==> src/logic/vhcu_regs.svh <==
/*
  Register offsets, field positions, reset values, vector and halt-code
  constants for the vector and halt code unit.
  Assumes byte addressing on the register bus, one aligned word per register.
*/
// Operation
// RL1 - machine check goes to vector 04 at level 1F, or 1D if unrelated
// RL2 - adapter 0 nexus requests levels 4-7 map to 100-1FC, levels 14-17
// RL3 - adapter 1 nexus requests levels 4-7 map to 300-3FC, levels 14-17
// RL4 - halt code 0 when console-support microcode is not running
// RL5 - halt code 4 when interrupt stack invalid during initiation
// RL6 - halt code 5 on a second machine check during machine check initiation
// RL7 - halt code 6 on halt instruction in kernel mode
// RL8 - halt code 7 for vector low bits 3; code 8 for 2 without control store
// RL9 - halt code 9 when an error is pending at halt
// RL10 - halt code A on change-mode instruction with interrupt stack flag set
// RL11 - halt code B on change-mode instruction with nonzero vector low bits
// RL12 - halt code 11 when the operator halts from the console
// RL13 - decode 2010 0000 to 201F FFFF as peripheral buses 0-3 of adapter 0
// RL14 - decode 2400/2600 0000 as adapters 2 and 3, 2800 0000 up reserved
// RL15 - any halt stops execution and presents the code to the console
// RL16 - only the highest pending level above the current level is serviced
`ifndef VHCU_REGS_SVH
`define VHCU_REGS_SVH

`define OFS_STATUS        5'h00
`define OFS_MASK          5'h04
`define OFS_CONTROL       5'h08
`define OFS_HALT          5'h0C
`define OFS_DISPATCH      5'h10
`define OFS_LOG_INDEX     5'h14
`define OFS_LOG_DATA      5'h18

`define ST_HALT           0
`define ST_MCHECK         1
`define ST_INTR           2
`define ST_DOUBLE         3
`define ST_WIDTH          4

`define CTL_ENABLE        0
`define CTL_WCS           1
`define CTL_RESUME        2
`define CTL_LEVEL_LO      8
`define CTL_LEVEL_HI      12
`define CTL_RESET         32'h00000001
`define MASK_RESET        4'h0

`define VEC_MCHECK        16'h0004
`define VEC_ADAPTER0      16'h0100
`define VEC_ADAPTER1      16'h0300
`define IPL_MCHECK        5'h1F
`define IPL_MCHECK_LOW    5'h1D
`define IPL_LEVEL_BASE    3'h5

`define HALT_HANG         8'h00
`define HALT_ISTACK       8'h04
`define HALT_DOUBLE       8'h05
`define HALT_KERNEL       8'h06
`define HALT_VEC3         8'h07
`define HALT_VEC2         8'h08
`define HALT_PENDING      8'h09
`define HALT_CHM_IS       8'h0A
`define HALT_CHM_VEC      8'h0B
`define HALT_CONSOLE      8'h11

`define ADDR_BUS_LO       32'h20100000
`define ADDR_BUS_HI       32'h201FFFFF
`define ADDR_ADAPTER2     32'h24000000
`define ADDR_ADAPTER3     32'h26000000
`define ADDR_RESERVED     32'h28000000

`endif

==> src/logic/vhcu_pkg.sv <==
/*
  Types shared by the vector and halt code unit.
  Assumes nothing of its surroundings.
*/
`default_nettype none
package vhcu_pkg;
  typedef enum logic [2:0] {
    REGION_OTHER,
    REGION_PERIPH_BUS,
    REGION_ADAPTER2,
    REGION_ADAPTER3,
    REGION_RESERVED
  } region_t;
  typedef logic [7:0] halt_code_t;
endpackage
`default_nettype wire

==> src/logic/halt_log_mem.sv <==
/*
  Small memory of past halt codes, registered read data.
  Assumes one clock; the memory itself has no reset.
*/
`timescale 1ns/1ps
`default_nettype none
module halt_log_mem #(
  parameter int DEPTH = 16,
  parameter int WIDTH = 8
) (
  input  wire logic                     mclk,   // system clock
  input  wire logic                     wr_en,  // write strobe
  input  wire logic [$clog2(DEPTH)-1:0] waddr,  // write address
  input  wire logic [WIDTH-1:0]         wdata,  // write data
  input  wire logic [$clog2(DEPTH)-1:0] raddr,  // read address
  output logic      [WIDTH-1:0]         rdata   // registered read data
);
  logic [WIDTH-1:0] store [DEPTH];

  if (DEPTH < 2 || (DEPTH & (DEPTH - 1)) != 0) begin
    $error("halt_log_mem: DEPTH must be a power of two");
  end

  always_ff @(posedge mclk) begin
    if (wr_en)
      store[waddr] <= wdata;
    rdata <= store[raddr];
  end
endmodule
`default_nettype wire

==> src/logic/vector_and_halt_code_unit.sv <==
/*
  Exception vector, priority and halt code dispatch, plus coarse physical
  address window decode, with an Avalon-MM register slave.
  Assumes adapter requests and core strobes are on mclk; the console halt
  pin is asynchronous and is synchronised here.
*/
// Decided for this implementation: register access over Avalon-MM and the register offsets.
`timescale 1ns/1ps
`default_nettype none
`include "vhcu_regs.svh"
module vector_and_halt_code_unit
  import vhcu_pkg::*;
#(
  parameter int LOG_DEPTH = 16
) (
  input  wire logic        mclk,                       // 50 MHz clock
  input  wire logic        rstn,                       // sync reset, low
  input  wire logic [4:0]  avs_address,                // byte address
  input  wire logic        avs_read,                   // read request
  input  wire logic        avs_write,                  // write request
  input  wire logic [31:0] avs_writedata,              // write data
  output logic      [31:0] avs_readdata,               // read data
  output logic             avs_waitrequest,            // stall
  output logic             irq,                        // level interrupt
  input  wire logic [63:0] adapter0_request,           // level*16+nexus
  input  wire logic [63:0] adapter1_request,           // level*16+nexus
  input  wire logic        dispatch_ready,             // core takes intr
  input  wire logic        mcheck_event,               // machine check
  input  wire logic        mcheck_unrelated,           // not this instr
  input  wire logic        mcheck_done,                // initiation over
  input  wire logic        console_microcode_running,  // level
  input  wire logic        interrupt_stack_invalid,    // during initiation
  input  wire logic        halt_kernel_exec,           // halt instr kernel
  input  wire logic        error_pending,              // error outstanding
  input  wire logic        vector_fetch,               // vector read strobe
  input  wire logic [1:0]  vector_low,                 // vector bits 1:0
  input  wire logic        change_mode_exec,           // change mode strobe
  input  wire logic        interrupt_stack_flag,       // stack flag
  input  wire logic [1:0]  change_mode_vector_low,     // its vector bits
  input  wire logic        console_halt_pin,           // async operator halt
  input  wire logic [31:0] phys_addr,                  // address to decode
  output logic             dispatch_valid,             // one-cycle pulse
  output logic      [15:0] dispatch_vector,            // vector offset
  output logic      [4:0]  dispatch_ipl,               // priority level
  output logic             exec_stop,                  // execution halted
  output logic             halt_valid,                 // one-cycle pulse
  output halt_code_t       halt_code,                  // latched code
  output region_t          addr_region,                // decoded window
  output logic      [1:0]  addr_bus_index              // peripheral bus
);
  localparam int LW = $clog2(LOG_DEPTH);

  if (LOG_DEPTH < 2 || LOG_DEPTH > 256) begin
    $error("vector_and_halt_code_unit: LOG_DEPTH out of range");
  end

  // bus slave: every access waits exactly one cycle
  logic                 ack;
  logic [31:0]          control;
  logic [`ST_WIDTH-1:0] status;
  logic [`ST_WIDTH-1:0] mask;
  logic [LW-1:0]        log_index;
  logic [LW-1:0]        log_wptr;
  logic [7:0]           log_rdata;

  wire       access  = avs_read | avs_write;
  wire       done    = access & ack;
  wire       wr_done = avs_write & ack;
  wire       rd_done = avs_read & ack;
  wire [2:0] word    = avs_address[4:2];
  wire       wr_ctl  = wr_done & (avs_address == `OFS_CONTROL);
  wire       wr_mask = wr_done & (avs_address == `OFS_MASK);
  wire       wr_idx  = wr_done & (avs_address == `OFS_LOG_INDEX);
  wire       rd_stat = rd_done & (avs_address == `OFS_STATUS);

  assign avs_waitrequest = access & ~ack;

  always_ff @(posedge mclk) begin
    if (!rstn)
      ack <= 1'b0;
    else
      ack <= access & ~ack;
  end

  wire       dispatch_enable = control[`CTL_ENABLE];
  wire       wcs_loaded      = control[`CTL_WCS];
  wire [4:0] cpu_level       = control[`CTL_LEVEL_HI:`CTL_LEVEL_LO];
  wire       resume          = wr_ctl & avs_writedata[`CTL_RESUME];

  always_ff @(posedge mclk) begin
    if (!rstn) begin
      control   <= `CTL_RESET;
      mask      <= `MASK_RESET;
      log_index <= '0;
    end else begin
      if (wr_ctl)
        control <= avs_writedata & ~(32'h1 << `CTL_RESUME);
      if (wr_mask)
        mask <= avs_writedata[`ST_WIDTH-1:0];
      if (wr_idx)
        log_index <= avs_writedata[LW-1:0];
    end
  end

  // console halt pin: three flops, accepted when second and third agree
  logic sync1;
  logic sync2;
  logic sync3;
  logic console_level;

  always_ff @(posedge mclk) begin
    if (!rstn) begin
      sync1         <= 1'b0;
      sync2         <= 1'b0;
      sync3         <= 1'b0;
      console_level <= 1'b0;
    end else begin
      sync1 <= console_halt_pin;
      sync2 <= sync1;
      sync3 <= sync2;
      if (sync2 == sync3)
        console_level <= sync3;
    end
  end

  wire console_rise = (sync2 == sync3) & sync3 & ~console_level;

  // halt detection, fixed priority among simultaneous causes
  logic halted;
  logic mcheck_active;

  wire c_hang  = ~console_microcode_running;                           // [RL4]
  wire c_istk  = interrupt_stack_invalid;                              // [RL5]
  wire c_dbl   = mcheck_event & mcheck_active;                         // [RL6]
  wire c_kern  = halt_kernel_exec;                                     // [RL7]
  wire c_vec3  = vector_fetch & (vector_low == 2'b11);                 // [RL8]
  wire c_vec2  = vector_fetch & (vector_low == 2'b10) & ~wcs_loaded;   // [RL8]
  wire c_pend  = halt_kernel_exec & error_pending;                     // [RL9]
  wire c_chmis = change_mode_exec & interrupt_stack_flag;              // [RL10]
  wire c_chmv  = change_mode_exec & (|change_mode_vector_low);         // [RL11]
  wire c_cons  = console_rise;                                         // [RL12]

  wire any_cause = c_hang | c_istk | c_dbl | c_kern | c_vec3 | c_vec2
                 | c_chmis | c_chmv | c_cons;
  wire halt_now  = any_cause & ~halted;

  wire [7:0] next_code =
      c_hang  ? `HALT_HANG    :
      c_dbl   ? `HALT_DOUBLE  :
      c_istk  ? `HALT_ISTACK  :
      c_vec3  ? `HALT_VEC3    :
      c_vec2  ? `HALT_VEC2    :
      c_chmis ? `HALT_CHM_IS  :
      c_chmv  ? `HALT_CHM_VEC :
      c_pend  ? `HALT_PENDING :
      c_kern  ? `HALT_KERNEL  :
                `HALT_CONSOLE;

  always_ff @(posedge mclk) begin
    if (!rstn) begin
      halted     <= 1'b0;
      halt_valid <= 1'b0;
      halt_code  <= `HALT_HANG;
    end else begin
      halt_valid <= halt_now;                                          // [RL15]
      if (halt_now) begin
        halted    <= 1'b1;                                             // [RL15]
        halt_code <= next_code;                                        // [RL15]
      end else if (resume) begin
        halted <= 1'b0;
      end
    end
  end

  assign exec_stop = halted;

  always_ff @(posedge mclk) begin
    if (!rstn)
      log_wptr <= '0;
    else if (halt_now)
      log_wptr <= log_wptr + 1'b1;
  end

  halt_log_mem #(
    .DEPTH (LOG_DEPTH),
    .WIDTH (8)
  ) u_log (
    .mclk  (mclk),
    .wr_en (halt_now),
    .waddr (log_wptr),
    .wdata (next_code),
    .raddr (log_index),
    .rdata (log_rdata)
  );

  // interrupt arbitration: later loop passes override earlier ones
  logic        win_found;
  logic [1:0]  win_level;
  logic        win_adapter;
  logic [3:0]  win_nexus;

  always_comb begin
    win_found   = 1'b0;
    win_level   = 2'd0;
    win_adapter = 1'b0;
    win_nexus   = 4'd0;
    for (int lv = 0; lv < 4; lv++) begin
      for (int a = 1; a >= 0; a--) begin
        for (int n = 15; n >= 0; n--) begin
          if ((a == 0 ? adapter0_request[lv*16+n] : adapter1_request[lv*16+n])
              && ({`IPL_LEVEL_BASE, 2'(lv)} > cpu_level)) begin   // [RL16]
            win_found   = 1'b1;
            win_level   = 2'(lv);
            win_adapter = 1'(a);
            win_nexus   = 4'(n);
          end
        end
      end
    end
  end

  wire [15:0] intr_base   = win_adapter ? `VEC_ADAPTER1 : `VEC_ADAPTER0; // [RL2] [RL3]
  wire [15:0] intr_vector = intr_base | {8'h00, win_level, win_nexus, 2'b00};
  wire [4:0]  intr_ipl    = {`IPL_LEVEL_BASE, win_level};             // [RL2] [RL3]
  wire        mcheck_go   = mcheck_event & ~mcheck_active & ~halt_now & ~halted;
  wire        intr_go     = win_found & dispatch_ready & dispatch_enable
                          & ~halted & ~halt_now & ~mcheck_event & ~dispatch_valid;

  always_ff @(posedge mclk) begin
    if (!rstn) begin
      dispatch_valid  <= 1'b0;
      dispatch_vector <= 16'h0000;
      dispatch_ipl    <= 5'h00;
      mcheck_active   <= 1'b0;
    end else begin
      dispatch_valid <= mcheck_go | intr_go;
      if (mcheck_go) begin
        dispatch_vector <= `VEC_MCHECK;                                // [RL1]
        dispatch_ipl    <= mcheck_unrelated ? `IPL_MCHECK_LOW : `IPL_MCHECK; // [RL1]
      end else if (intr_go) begin
        dispatch_vector <= intr_vector;
        dispatch_ipl    <= intr_ipl;
      end
      if (mcheck_go)
        mcheck_active <= 1'b1;
      else if (mcheck_done || resume)
        mcheck_active <= 1'b0;
    end
  end

  // sticky status, set wins over the read clear
  wire [`ST_WIDTH-1:0] events = {c_dbl & ~halted, intr_go, mcheck_go, halt_now};

  always_ff @(posedge mclk) begin
    if (!rstn)
      status <= '0;
    else
      status <= (rd_stat ? '0 : status) | events;
  end

  assign irq = |(status & mask);

  // address windows
  wire in_bus = (phys_addr >= `ADDR_BUS_LO) && (phys_addr <= `ADDR_BUS_HI);

  always_ff @(posedge mclk) begin
    if (!rstn) begin
      addr_region    <= REGION_OTHER;
      addr_bus_index <= 2'd0;
    end else begin
      addr_bus_index <= in_bus ? phys_addr[19:18] : 2'd0;              // [RL13]
      if (phys_addr >= `ADDR_RESERVED)
        addr_region <= REGION_RESERVED;                                // [RL14]
      else if (phys_addr >= `ADDR_ADAPTER3)
        addr_region <= REGION_ADAPTER3;                                // [RL14]
      else if (phys_addr >= `ADDR_ADAPTER2)
        addr_region <= REGION_ADAPTER2;                                // [RL14]
      else if (in_bus)
        addr_region <= REGION_PERIPH_BUS;                              // [RL13]
      else
        addr_region <= REGION_OTHER;
    end
  end

  // read data is latched in the wait cycle and stands in the answer cycle
  logic [31:0] read_mux;

  always_comb begin
    unique case (word)
      3'd0:    read_mux = {28'h0, status};
      3'd1:    read_mux = {28'h0, mask};
      3'd2:    read_mux = control;
      3'd3:    read_mux = {23'h0, halted, halt_code};
      3'd4:    read_mux = {11'h0, dispatch_ipl, dispatch_vector};
      3'd5:    read_mux = 32'(log_index);
      3'd6:    read_mux = {24'h0, log_rdata};
      default: read_mux = 32'h00000000;
    endcase
  end

  always_ff @(posedge mclk) begin
    if (!rstn)
      avs_readdata <= 32'h00000000;
    else if (avs_read && !ack)
      avs_readdata <= read_mux;
  end
endmodule
`default_nettype wire

==> config.mk <==
export PLATFORM = sky130hd
export DESIGN_NAME = vector_and_halt_code_unit
export DESIGN_NICKNAME = d
export VERILOG_FILES = /design/src/logic/vhcu_pkg.sv /design/src/logic/halt_log_mem.sv /design/src/logic/vector_and_halt_code_unit.sv
export VERILOG_INCLUDE_DIRS = /design/src /design/src/logic
export SDC_FILE = /design/constraint.sdc
export NUM_CORES = 1
export LEC_CHECK = 0
export BUFFER_PORTS_ARGS = -buffer_cell sky130_fd_sc_hd__buf_2
export CELL_PAD_IN_SITES_DETAIL_PLACEMENT = 1
export CELL_PAD_IN_SITES_GLOBAL_PLACEMENT = 1
export CORE_UTILIZATION = 42
export DETAILED_ROUTE_END_ITERATION = 7
export GPL_ROUTABILITY_DRIVEN = 0
export PLACE_DENSITY_LB_ADDON = 0.1
export SLEW_MARGIN = 10
export SYNTH_ARGS = -nofsm -noshare
export SYNTH_HDL_FRONTEND = slang
export SYNTH_HIERARCHICAL = 1
export SYNTH_SLANG_ARGS = --single-unit
==> constraint.sdc <==
create_clock -name mclk -period 4.6 [get_ports mclk]
set_input_delay 0.92 -clock mclk [delete_from_list [all_inputs] [get_ports mclk]]
set_output_delay 0.92 -clock mclk [all_outputs]
set_load 0.01 [all_outputs]
* After elaboration in Yosys (flattened, before gate mapping)
Memory sizes are Yosys's and may differ from the RTL's. A register that Yosys moved wholly into a read port is not among the register bits.
Cells that the tools add are included.
** Cells by class
- Bitwise operators :: 51
- Magnitude comparators :: 9
- Mux-type cells :: 491
- Reductions and logical operators :: 142
- Eq/ne operators :: 12
- $add $sub $neg :: 1
** Operators by type and width (number)
- two-way mux 4 bit :: 129
- two-way mux 1 bit :: 248
- case mux 32 bit (7 select lines) :: 1
- two-way mux 2 bit :: 98
- logical AND 1 bit :: 130
- >= comparator 32 x 30 -> 1 bit, second input constant :: 4
- two-way mux 5 bit :: 11
- <= comparator 32 x 30 -> 1 bit, second input constant :: 1
- bitwise AND 1 bit :: 28
- greater-than comparator 5 bit, first input constant :: 4
- two-way mux 10 bit :: 1
- inverter 1 bit :: 10
- OR 1 bit :: 10
- OR 10 x 8 -> 10 bit :: 1
- == test 3 bit, second input constant :: 3
- two-way mux 3 bit :: 3
- == test 3 x 2 -> 1 bit, second input constant :: 2
- nonzero test 2 bit :: 3
- OR reduction 2 bit :: 3
- == test 5 x 3 -> 1 bit, second input constant :: 1
- == test 5 x 4 -> 1 bit, second input constant :: 1
- == test 5 bit, second input constant :: 1
- zero test 5 bit :: 1
- adder 4 x 1 -> 4 bit, second input constant :: 1
- 10 further kinds :: 11
** Storage, ports and cells
- Input port bits :: 217
- Output and inout port bits :: 71
- Memories :: 1
- Flip-flop bits (word level) :: 124
- Logic and storage cells :: 730
- Bits in writable memories :: 80
** Memory list
- u_log.store :: depth 16, width 5, read ports 1, clocked after memory_dff 1, write ports 1, RTL line halt_log_mem.sv:18 : logic [WIDTH-1:0] store [DEPTH];

* Depth between registers and ports, before layout
Gate-level depths: netlist of run 1.
- Depth after elaboration :: 138
- Gate-level depth with buffers :: 10
- Gate-level depth less buffers :: 8

* Hierarchy
Netlist of run 1, hierarchy kept.
** By module, submodules not included
- vector_and_halt_code_unit :: area each 6647.6 um^2, cells an instance 844, times used 1
- halt_log_mem :: area each 5147.4 um^2, cells an instance 229, times used 1

* Least setup slack after synthesis of run 1
OpenSTA, ideal clock, no wires.
- Path type :: input to register
- Start :: input port vector_fetch
- End :: memory u_log/store[0][0] in the netlist's numbering (enable)
- Data required time :: 4.217 ns
- Stages on the path :: 7
- Arrival time :: 3.162 ns
- Setup slack :: 1.055 ns
- Library setup time :: 0.383 ns
- Path buffers :: 1
- Cells stage by stage :: nor4bb_1 nand2b_1 a2111oi_2 nor2_1 buf_2 or3b_2 nor3_1
** On the way
- Cells in the longest elaborated chain, start to end :: 9
- Elaborated cells on any way between the ends :: 11
- Classes of those cells :: mux: 2; bitwise: 9
** RTL lines
- start, declared :: RTL line vector_and_halt_code_unit.sv:35 : input wire logic vector_fetch,
- bitwise AND 1 bit (on tied branches) :: RTL line vector_and_halt_code_unit.sv:136, vector_and_halt_code_unit.sv:137
- OR 1 bit or bitwise AND 1 bit (tied branches) :: RTL line vector_and_halt_code_unit.sv:143, vector_and_halt_code_unit.sv:137
- OR 1 bit (*) :: RTL line vector_and_halt_code_unit.sv:143 : wire any_cause = c_hang | c_istk | c_dbl | c_kern | c_vec3 | c_vec2
- OR 1 bit (*) (3 in series) :: RTL line vector_and_halt_code_unit.sv:144 : | c_chmis | c_chmv | c_cons;
- bitwise AND 1 bit (*) :: RTL line vector_and_halt_code_unit.sv:145 : wire halt_now = any_cause & ~halted;
- net halt_now :: RTL line vector_and_halt_code_unit.sv:145
- two-way mux 1 bit (*) :: RTL line halt_log_mem.sv:25 : if (wr_en)
- two-way mux 1 bit (not written as such) (*) :: RTL line halt_log_mem.sv:26 : store[waddr] <= wdata;
- end, declared :: RTL line halt_log_mem.sv:18
Mark *: on every way through the listed nets, which the timed path passes. The rest lies on a longest branch.

* Worst setup path after layout of run 1
- Start :: input port vector_low[0]
- End :: memory u_log/store[4][7] in the netlist's numbering (enable)
** On the way
- Cells in the longest elaborated chain, start to end :: 10
- Elaborated cells on any way between the ends :: 13
- Classes of those cells :: eq/ne: 2; mux: 2; bitwise: 9
** RTL lines
- start, declared :: RTL line vector_and_halt_code_unit.sv:36 : input wire logic [1:0] vector_low,
- == test 2 bit (on tied branches) :: RTL line vector_and_halt_code_unit.sv:136, vector_and_halt_code_unit.sv:137
- bitwise AND 1 bit (on tied branches) :: RTL line vector_and_halt_code_unit.sv:136, vector_and_halt_code_unit.sv:137
- OR 1 bit or bitwise AND 1 bit (tied branches) :: RTL line vector_and_halt_code_unit.sv:143, vector_and_halt_code_unit.sv:137
- OR 1 bit (*) :: RTL line vector_and_halt_code_unit.sv:143
- OR 1 bit (*) (3 in series) :: RTL line vector_and_halt_code_unit.sv:144
- bitwise AND 1 bit (*) :: RTL line vector_and_halt_code_unit.sv:145
- two-way mux 1 bit (*) :: RTL line halt_log_mem.sv:25
- two-way mux 1 bit (not written as such) (*) :: RTL line halt_log_mem.sv:26
Every way passes the cells marked *; elsewhere a longest branch is shown, timed or not.

==> flow_summary.json, run 1 <==
{
  "yosysMostFrequentCell": "edfxtp_1",
  "clkLatencyLatePin_ns": 0.53,
  "rows": 60,
  "yosysUniqueCellTypes": 71,
  "crit_type": "in -> reg",
  "min_period_over_period_pct": 70.7,
  "grt_pass1_wl_um": 55400,
  "syn2layout_area_growth_pct": 23.1,
  "hold_viol": 0,
  "power_leakage_nw": 5.54,
  "cts_root_buf": "clkbuf_16",
  "crit_required_ns": 4.84,
  "yosysTopAreaCell": "edfxtp_1",
  "post-route-drc-count": 0,
  "synth_common_cells": "edfxtp_1 (128), dfxtp_1 (118), nand2_1 (114)",
  "cts_tree": "done",
  "ys.flop_type": "edfxtp_1",
  "synth_top_area_share_pct": 32.6,
  "grt_max_degree": 48,
  "cp_max_fo": 7,
  "clk_path_buf_depth": 3,
  "routed_via_density": 5.53,
  "ys_seq_elements": 246,
  "die_h_um": 170,
  "grt_antenna_before_repair": 2,
  "post-cts-setup-buffers": 0,
  "grt_pass1_vias": 10200,
  "syn_avg_cell_area_sq_um": 11.0,
  "hold_buffers": 0,
  "yosysWarnings": 6,
  "status": "completed",
  "die_area_sq_mm": 0.0288,
  "port_buffers": 258,
  "cts_inserted_buffers": 27,
  "ctsResizeCount": 0,
  "placed_area_sq_mm": 0.0136,
  "syn_area_sq_mm": 0.0118,
  "finalNonFillerCells": 1778,
  "wirelength_um": 36100,
  "drtIter0Drc": 520,
  "synth_edf_count": 128,
  "start_util_pct": 43.3,
  "cap_violations": 0,
  "coreArea_sq_mm": 0.0273,
  "met3_usage_pct": 3.08,
  "maxSlewHeadroom_pct": 22.8,
  "place_inst": 1727,
  "synthTopCellsByArea": "edfxtp_1 (33%), dfxtp_1 (20%), mux4_2 (4.0%), nand2_1 (3.6%), nor2b_1 (3.6%)",
  "io_pins": 288,
  "power.density_mw_per_mm2": 337,
  "hold_class": "reg -> reg",
  "die_x_um": 170,
  "rsz0062_at_grt": "no",
  "startpoint_type": "primary input",
  "grt-ovfl-total": 0,
  "met1_usage_pct": 30.7,
  "report.final.slew_viol_count": 0,
  "clk_pin_slew_ns": 0.06,
  "maxClockFrequency_mhz": 308,
  "setup_viol": 0,
  "period_needed_ns": 3.25,
  "busiest_layer": "met2",
  "ir_drop_mv": 0.387,
  "gr-usage-all-layers_pct": 24.8,
  "finClkSkew_ns": 0.0239,
  "final_area_sq_mm": 0.0145,
  "hpwl_um": 27200,
  "synthCells": 1073,
  "cp-end-kind": "flip-flop",
  "cts-htree-levels": 1,
  "clock_sinks": 246,
  "layout-drive-gt1-share_pct": 26.3,
  "wire_per_inst_um": 20.3,
  "fin_tns_setup_ns": 0,
  "gr-usage-met2_pct": 45.3,
  "route.antenna.remaining_nets": 0,
  "crit_arrival_ns": 3.49,
  "ys_seq_area_share_pct": 52.6,
  "nets": 1603,
  "via_count": 9826,
  "total_power_mw": 4.89,
  "worst_slew_pin_slew_ns": 1.15,
  "first_pass_iters": 5,
  "synthArstFlopShare_pct": 0
}
## layer usage
layer,share of wire [%],vias to the layer above
met5,0.033,-
met2,51,235
met3,3.9,66
met4,2.1,2
met1,43,4870
li1,-,4653
## kinds of logic (layout without fill, tap and decap cells)
family                     count (synthesis)  in the layout  synth area share, %
adders and majority gates                  2              2                0.212
other                                      1             60               0.0318
muxes                                     57             57                 9.04
buffers and inverters                     82            356                 3.51
DFF                                      246            246                 52.6
AOI/OAI and AO/OA                        272            272                 16.2
xor gates and xnor gates                   3              3                0.223
and+or+nand+nor                          410            410                 18.2
## cell type report
cell class	instances	area, sq um
multi-input combinational	803	5410
clock buffer	38	800
tap	372	465
fill	3112	12700
sequential	246	6210
antenna	1	2.50
clock inverter	12	66.3
inverter	22	82.6
timing repair buffer	284	1490
## state kept, by name, summed over array words and instances (netlist names)
| signal | count |
|---|---|
| dispatch_vector | 8 |
| avs_readdata | 32 |
| exec_stop | 1 |
| mcheck_active | 1 |
| addr_bus_index | 2 |
| u_log/rdata | 8 |
| status | 4 |
| control | 31 |
| addr_region | 3 |
| halt_valid | 1 |
| halt_code | 5 |
| sync2 | 1 |
| sync1 | 1 |
| u_log/store | 128 |
| dispatch_valid | 1 |
| log_index | 4 |
| log_wptr | 4 |
| mask | 4 |
| ack | 1 |
| sync3 | 1 |
| console_level | 1 |
| dispatch_ipl | 4 |
## final timing paths
check	startpoint	end	slack [ns]	cells past startpoint
max	vector_low[0]	u_log/store[4][7]	1.35	8
min	sync1	sync2	0.44	1
max reg2reg	control[1]	u_log/store[4][7]	1.49	7
min reg2reg	sync1	sync2	0.44	1
## critical path: stages
cell and delay, ns:
buf_2 0.11, nor4bb_1 0.57, nand2b_1 0.29, a2111oi_2 0.13, nor2_1 0.42, nand3b_1 0.24, nor3_1 0.55, buf_4 0.25
## where the power goes
part	switching, mW	leakage (nW)	internal, mW
clock	0.855	0.419	1.21
sequential	0.0305	2.14	2.36
combinational	0.255	2.98	0.175
## through the flow
step | hold WS, ns | util (%) | setup slack, ns
after floorplan | 0.412 | - | 1.05
after global placement | 0.415 | 50.1 | 0.964
after detailed placement | 0.434 | 50.1 | 0.891
after CTS | 0.447 | 53.3 | 1.35
after global routing | 0.483 | 53.3 | 1.08
final | 0.444 | 53.3 | 1.35
## cells in the final DEF, fill, tap and decap left out, types with 8 or more instances in the layout
cell and instances:
a21boi_0 34, a21oi_1 39, a22o_1 11, a22oi_1 55, a31oi_1 14, and2_1 13, buf_2 258, buf_4 26
clkbuf_16 29, conb_1 59, dfxtp_1 116, edfxtp_1 128, inv_1 22, mux2i_1 18, mux4_1 14, mux4_2 21
nand2_1 114, nand2b_1 17, nand3_1 22, nor2_1 73, nor2b_1 67, nor3_1 21, nor4_1 35, nor4b_1 8
o211ai_1 8, o21ai_0 42, o31ai_1 8
(Power assumes the default switching activity.)
==> run 2: changes to the inputs <==
Clock period 4.6 ns to 3.31 ns, I/O delays scaled along.
==> flow_summary.json, run 2 (same netlist as run 1, synthesis figures left out) <==
{
  "cap_violations": 0,
  "wl_met3_um": 1530,
  "crit_slowest_cell": "a2111oi_2",
  "nets": 1619,
  "largest_registers": "u_log/store: 128 flops, avs_readdata: 32 flops, control: 31 flops",
  "cp-end-kind": "flip-flop",
  "crit_buf_inv": 3,
  "coreArea_sq_mm": 0.0273,
  "maxClockFrequency_mhz": 352,
  "slowest_delay_ns": 0.87,
  "hpwl_um": 27600,
  "grt_max_degree": 47,
  "power_leakage_nw": 5.65,
  "min_period_over_period_pct": 85.8,
  "wl_met1_um": 15300,
  "via_count": 9853,
  "grt_antenna_before_repair": 5,
  "critPathLaunch": "mcheck_active",
  "hold_viol": 0,
  "ctsResizeCount": 0,
  "clkLatencyLatePin_ns": 0.54,
  "holdWs_ns": 0.330,
  "clk_pin_slew_ns": 0.06,
  "layout-drive-gt1-share_pct": 27.4,
  "grt_pass1_wl_um": 55900,
  "top_layer": "met4",
  "io_pins": 288,
  "status": "completed",
  "hold_class": "in -> reg",
  "post-cts-setup-buffers": 0,
  "maxSlewHeadroom_pct": 39.3,
  "worst_slew_pin_slew_ns": 0.909,
  "die_area_sq_mm": 0.0288,
  "route.antenna.remaining_nets": 0,
  "power_frac_comb_pct": 8.9,
  "cts_root_buf": "clkbuf_16",
  "rows": 60,
  "clk_path_buf_depth": 3,
  "path_common_cell": "buf_4",
  "report.final.slew_viol_count": 0,
  "cts_tree": "done",
  "die_h_um": 170,
  "regMostFlops": "u_log/store",
  "grt_pass1_vias": 10200,
  "seq_power_share_pct": 48.4,
  "syn2layout_area_growth_pct": 24.5,
  "wire_per_inst_um": 20.4,
  "hold_buffers": 0,
  "crit_type": "reg -> reg",
  "die_x_um": 170,
  "setup_viol": 0,
  "port_buffers": 258,
  "post-route-drc-count": 0,
  "start_util_pct": 43.3,
  "rsz0062_at_grt": "no",
  "power.density_mw_per_mm2": 467,
  "p_sw_mw": 1.61,
  "layout_common_cells": "buf_2 (258), edfxtp_1 (128), dfxtp_1 (116)",
  "clkPwrFrac_pct": 42.6,
  "crit_arrival_ns": 3.13,
  "r2r_start": "mcheck_active",
  "ir_drop_mv": 0.575,
  "crit_required_ns": 3.61,
  "clock_sinks": 246,
  "cts-htree-levels": 1,
  "cp_cell_sequence": "a21oi_1 -> nand3_1 -> a2111oi_2 -> nor2_1 -> buf_4 -> nand3b_1 -> buf_4 -> nor3_1 -> buf_4",
  "drtIter0Drc": 564,
  "cp_max_fo": 10,
  "fillers": 3068,
  "grt-ovfl-total": 0,
  "wirelength_um": 36600,
  "startpoint_type": "flip-flop",
  "fin_tns_setup_ns": 0,
  "final_common_cell": "buf_2",
  "finClkSkew_ns": 0.0147,
  "worstHoldStart": "console_halt_pin",
  "cts_inserted_buffers": 27,
  "period_needed_ns": 2.84,
  "routed_via_density": 5.48,
  "intPower_mw": 5.24,
  "switching_share_pct": 23.5,
  "first_pass_iters": 5,
  "gr-usage-all-layers_pct": 25.1,
  "routed-wl-met2_um": 19100,
  "cp_top_family": "compound AO/OA/AOI/OAI gates",
  "largest_reg_flops": 128
}
-- run 2: through the flow --
step | cell area (sq um) | power (mW) | utilization [%] | instances | setup slack [ns]
finish | 14700 | 6.85 | 53.9 | 1798 | 0.471
global route | 14700 | 7.08 | 53.9 | 1797 | 0.335
CTS | 14700 | 6.92 | 53.8 | 1793 | 0.526
detailed placement | 13800 | 3.99 | 50.6 | 1743 | 0.0349
global placement | 13800 | 3.97 | 50.6 | 1743 | 0.228
floorplan | 12000 | 3.66 | - | 1131 | 0.0226
-- run 2: routing by layer --
metal	track usage, %	vias to the layer above
li1	-	4695
met3	2.96	47
met5	0	-
met2	46.0	254
met4	7.40	0
met1	30.7	4857
-- run 2: worst paths after layout --
kind / slack [ns] / to / cells after the start
max: 0.47 / u_log/store[8][1] / 9
min: 0.33 / sync1 / 2
max reg2reg: 0.47 / u_log/store[8][1] / 9
min reg2reg: 0.44 / sync2 / 1
-- run 2: power groups by stage --
stage          clock network [mW]  registers [mW]  logic, mW
6_report                     2.92            3.32      0.611
5_1_grt                      3.09            3.32      0.670
2_1_floorplan                   0            3.37      0.289
4_1_cts                      2.99            3.32      0.612
3_5_place_dp                    0            3.39      0.606
3_3_place_gp                    0            3.38      0.591
-- run 2: final cells by class --
| cell class | count | area, sq um | area share, % |
|---|---|---|---|
| tap | 372 | 465 | 3.17 |
| multi-input combinational | 803 | 5400 | 36.8 |
| clock inverter | 9 | 73.8 | 0.503 |
| antenna | 5 | 12.5 | 0.0852 |
| timing repair buffer | 300 | 1630 | 11.1 |
| sequential | 246 | 6210 | 42.3 |
| clock buffer | 41 | 811 | 5.52 |
| inverter | 22 | 82.6 | 0.562 |
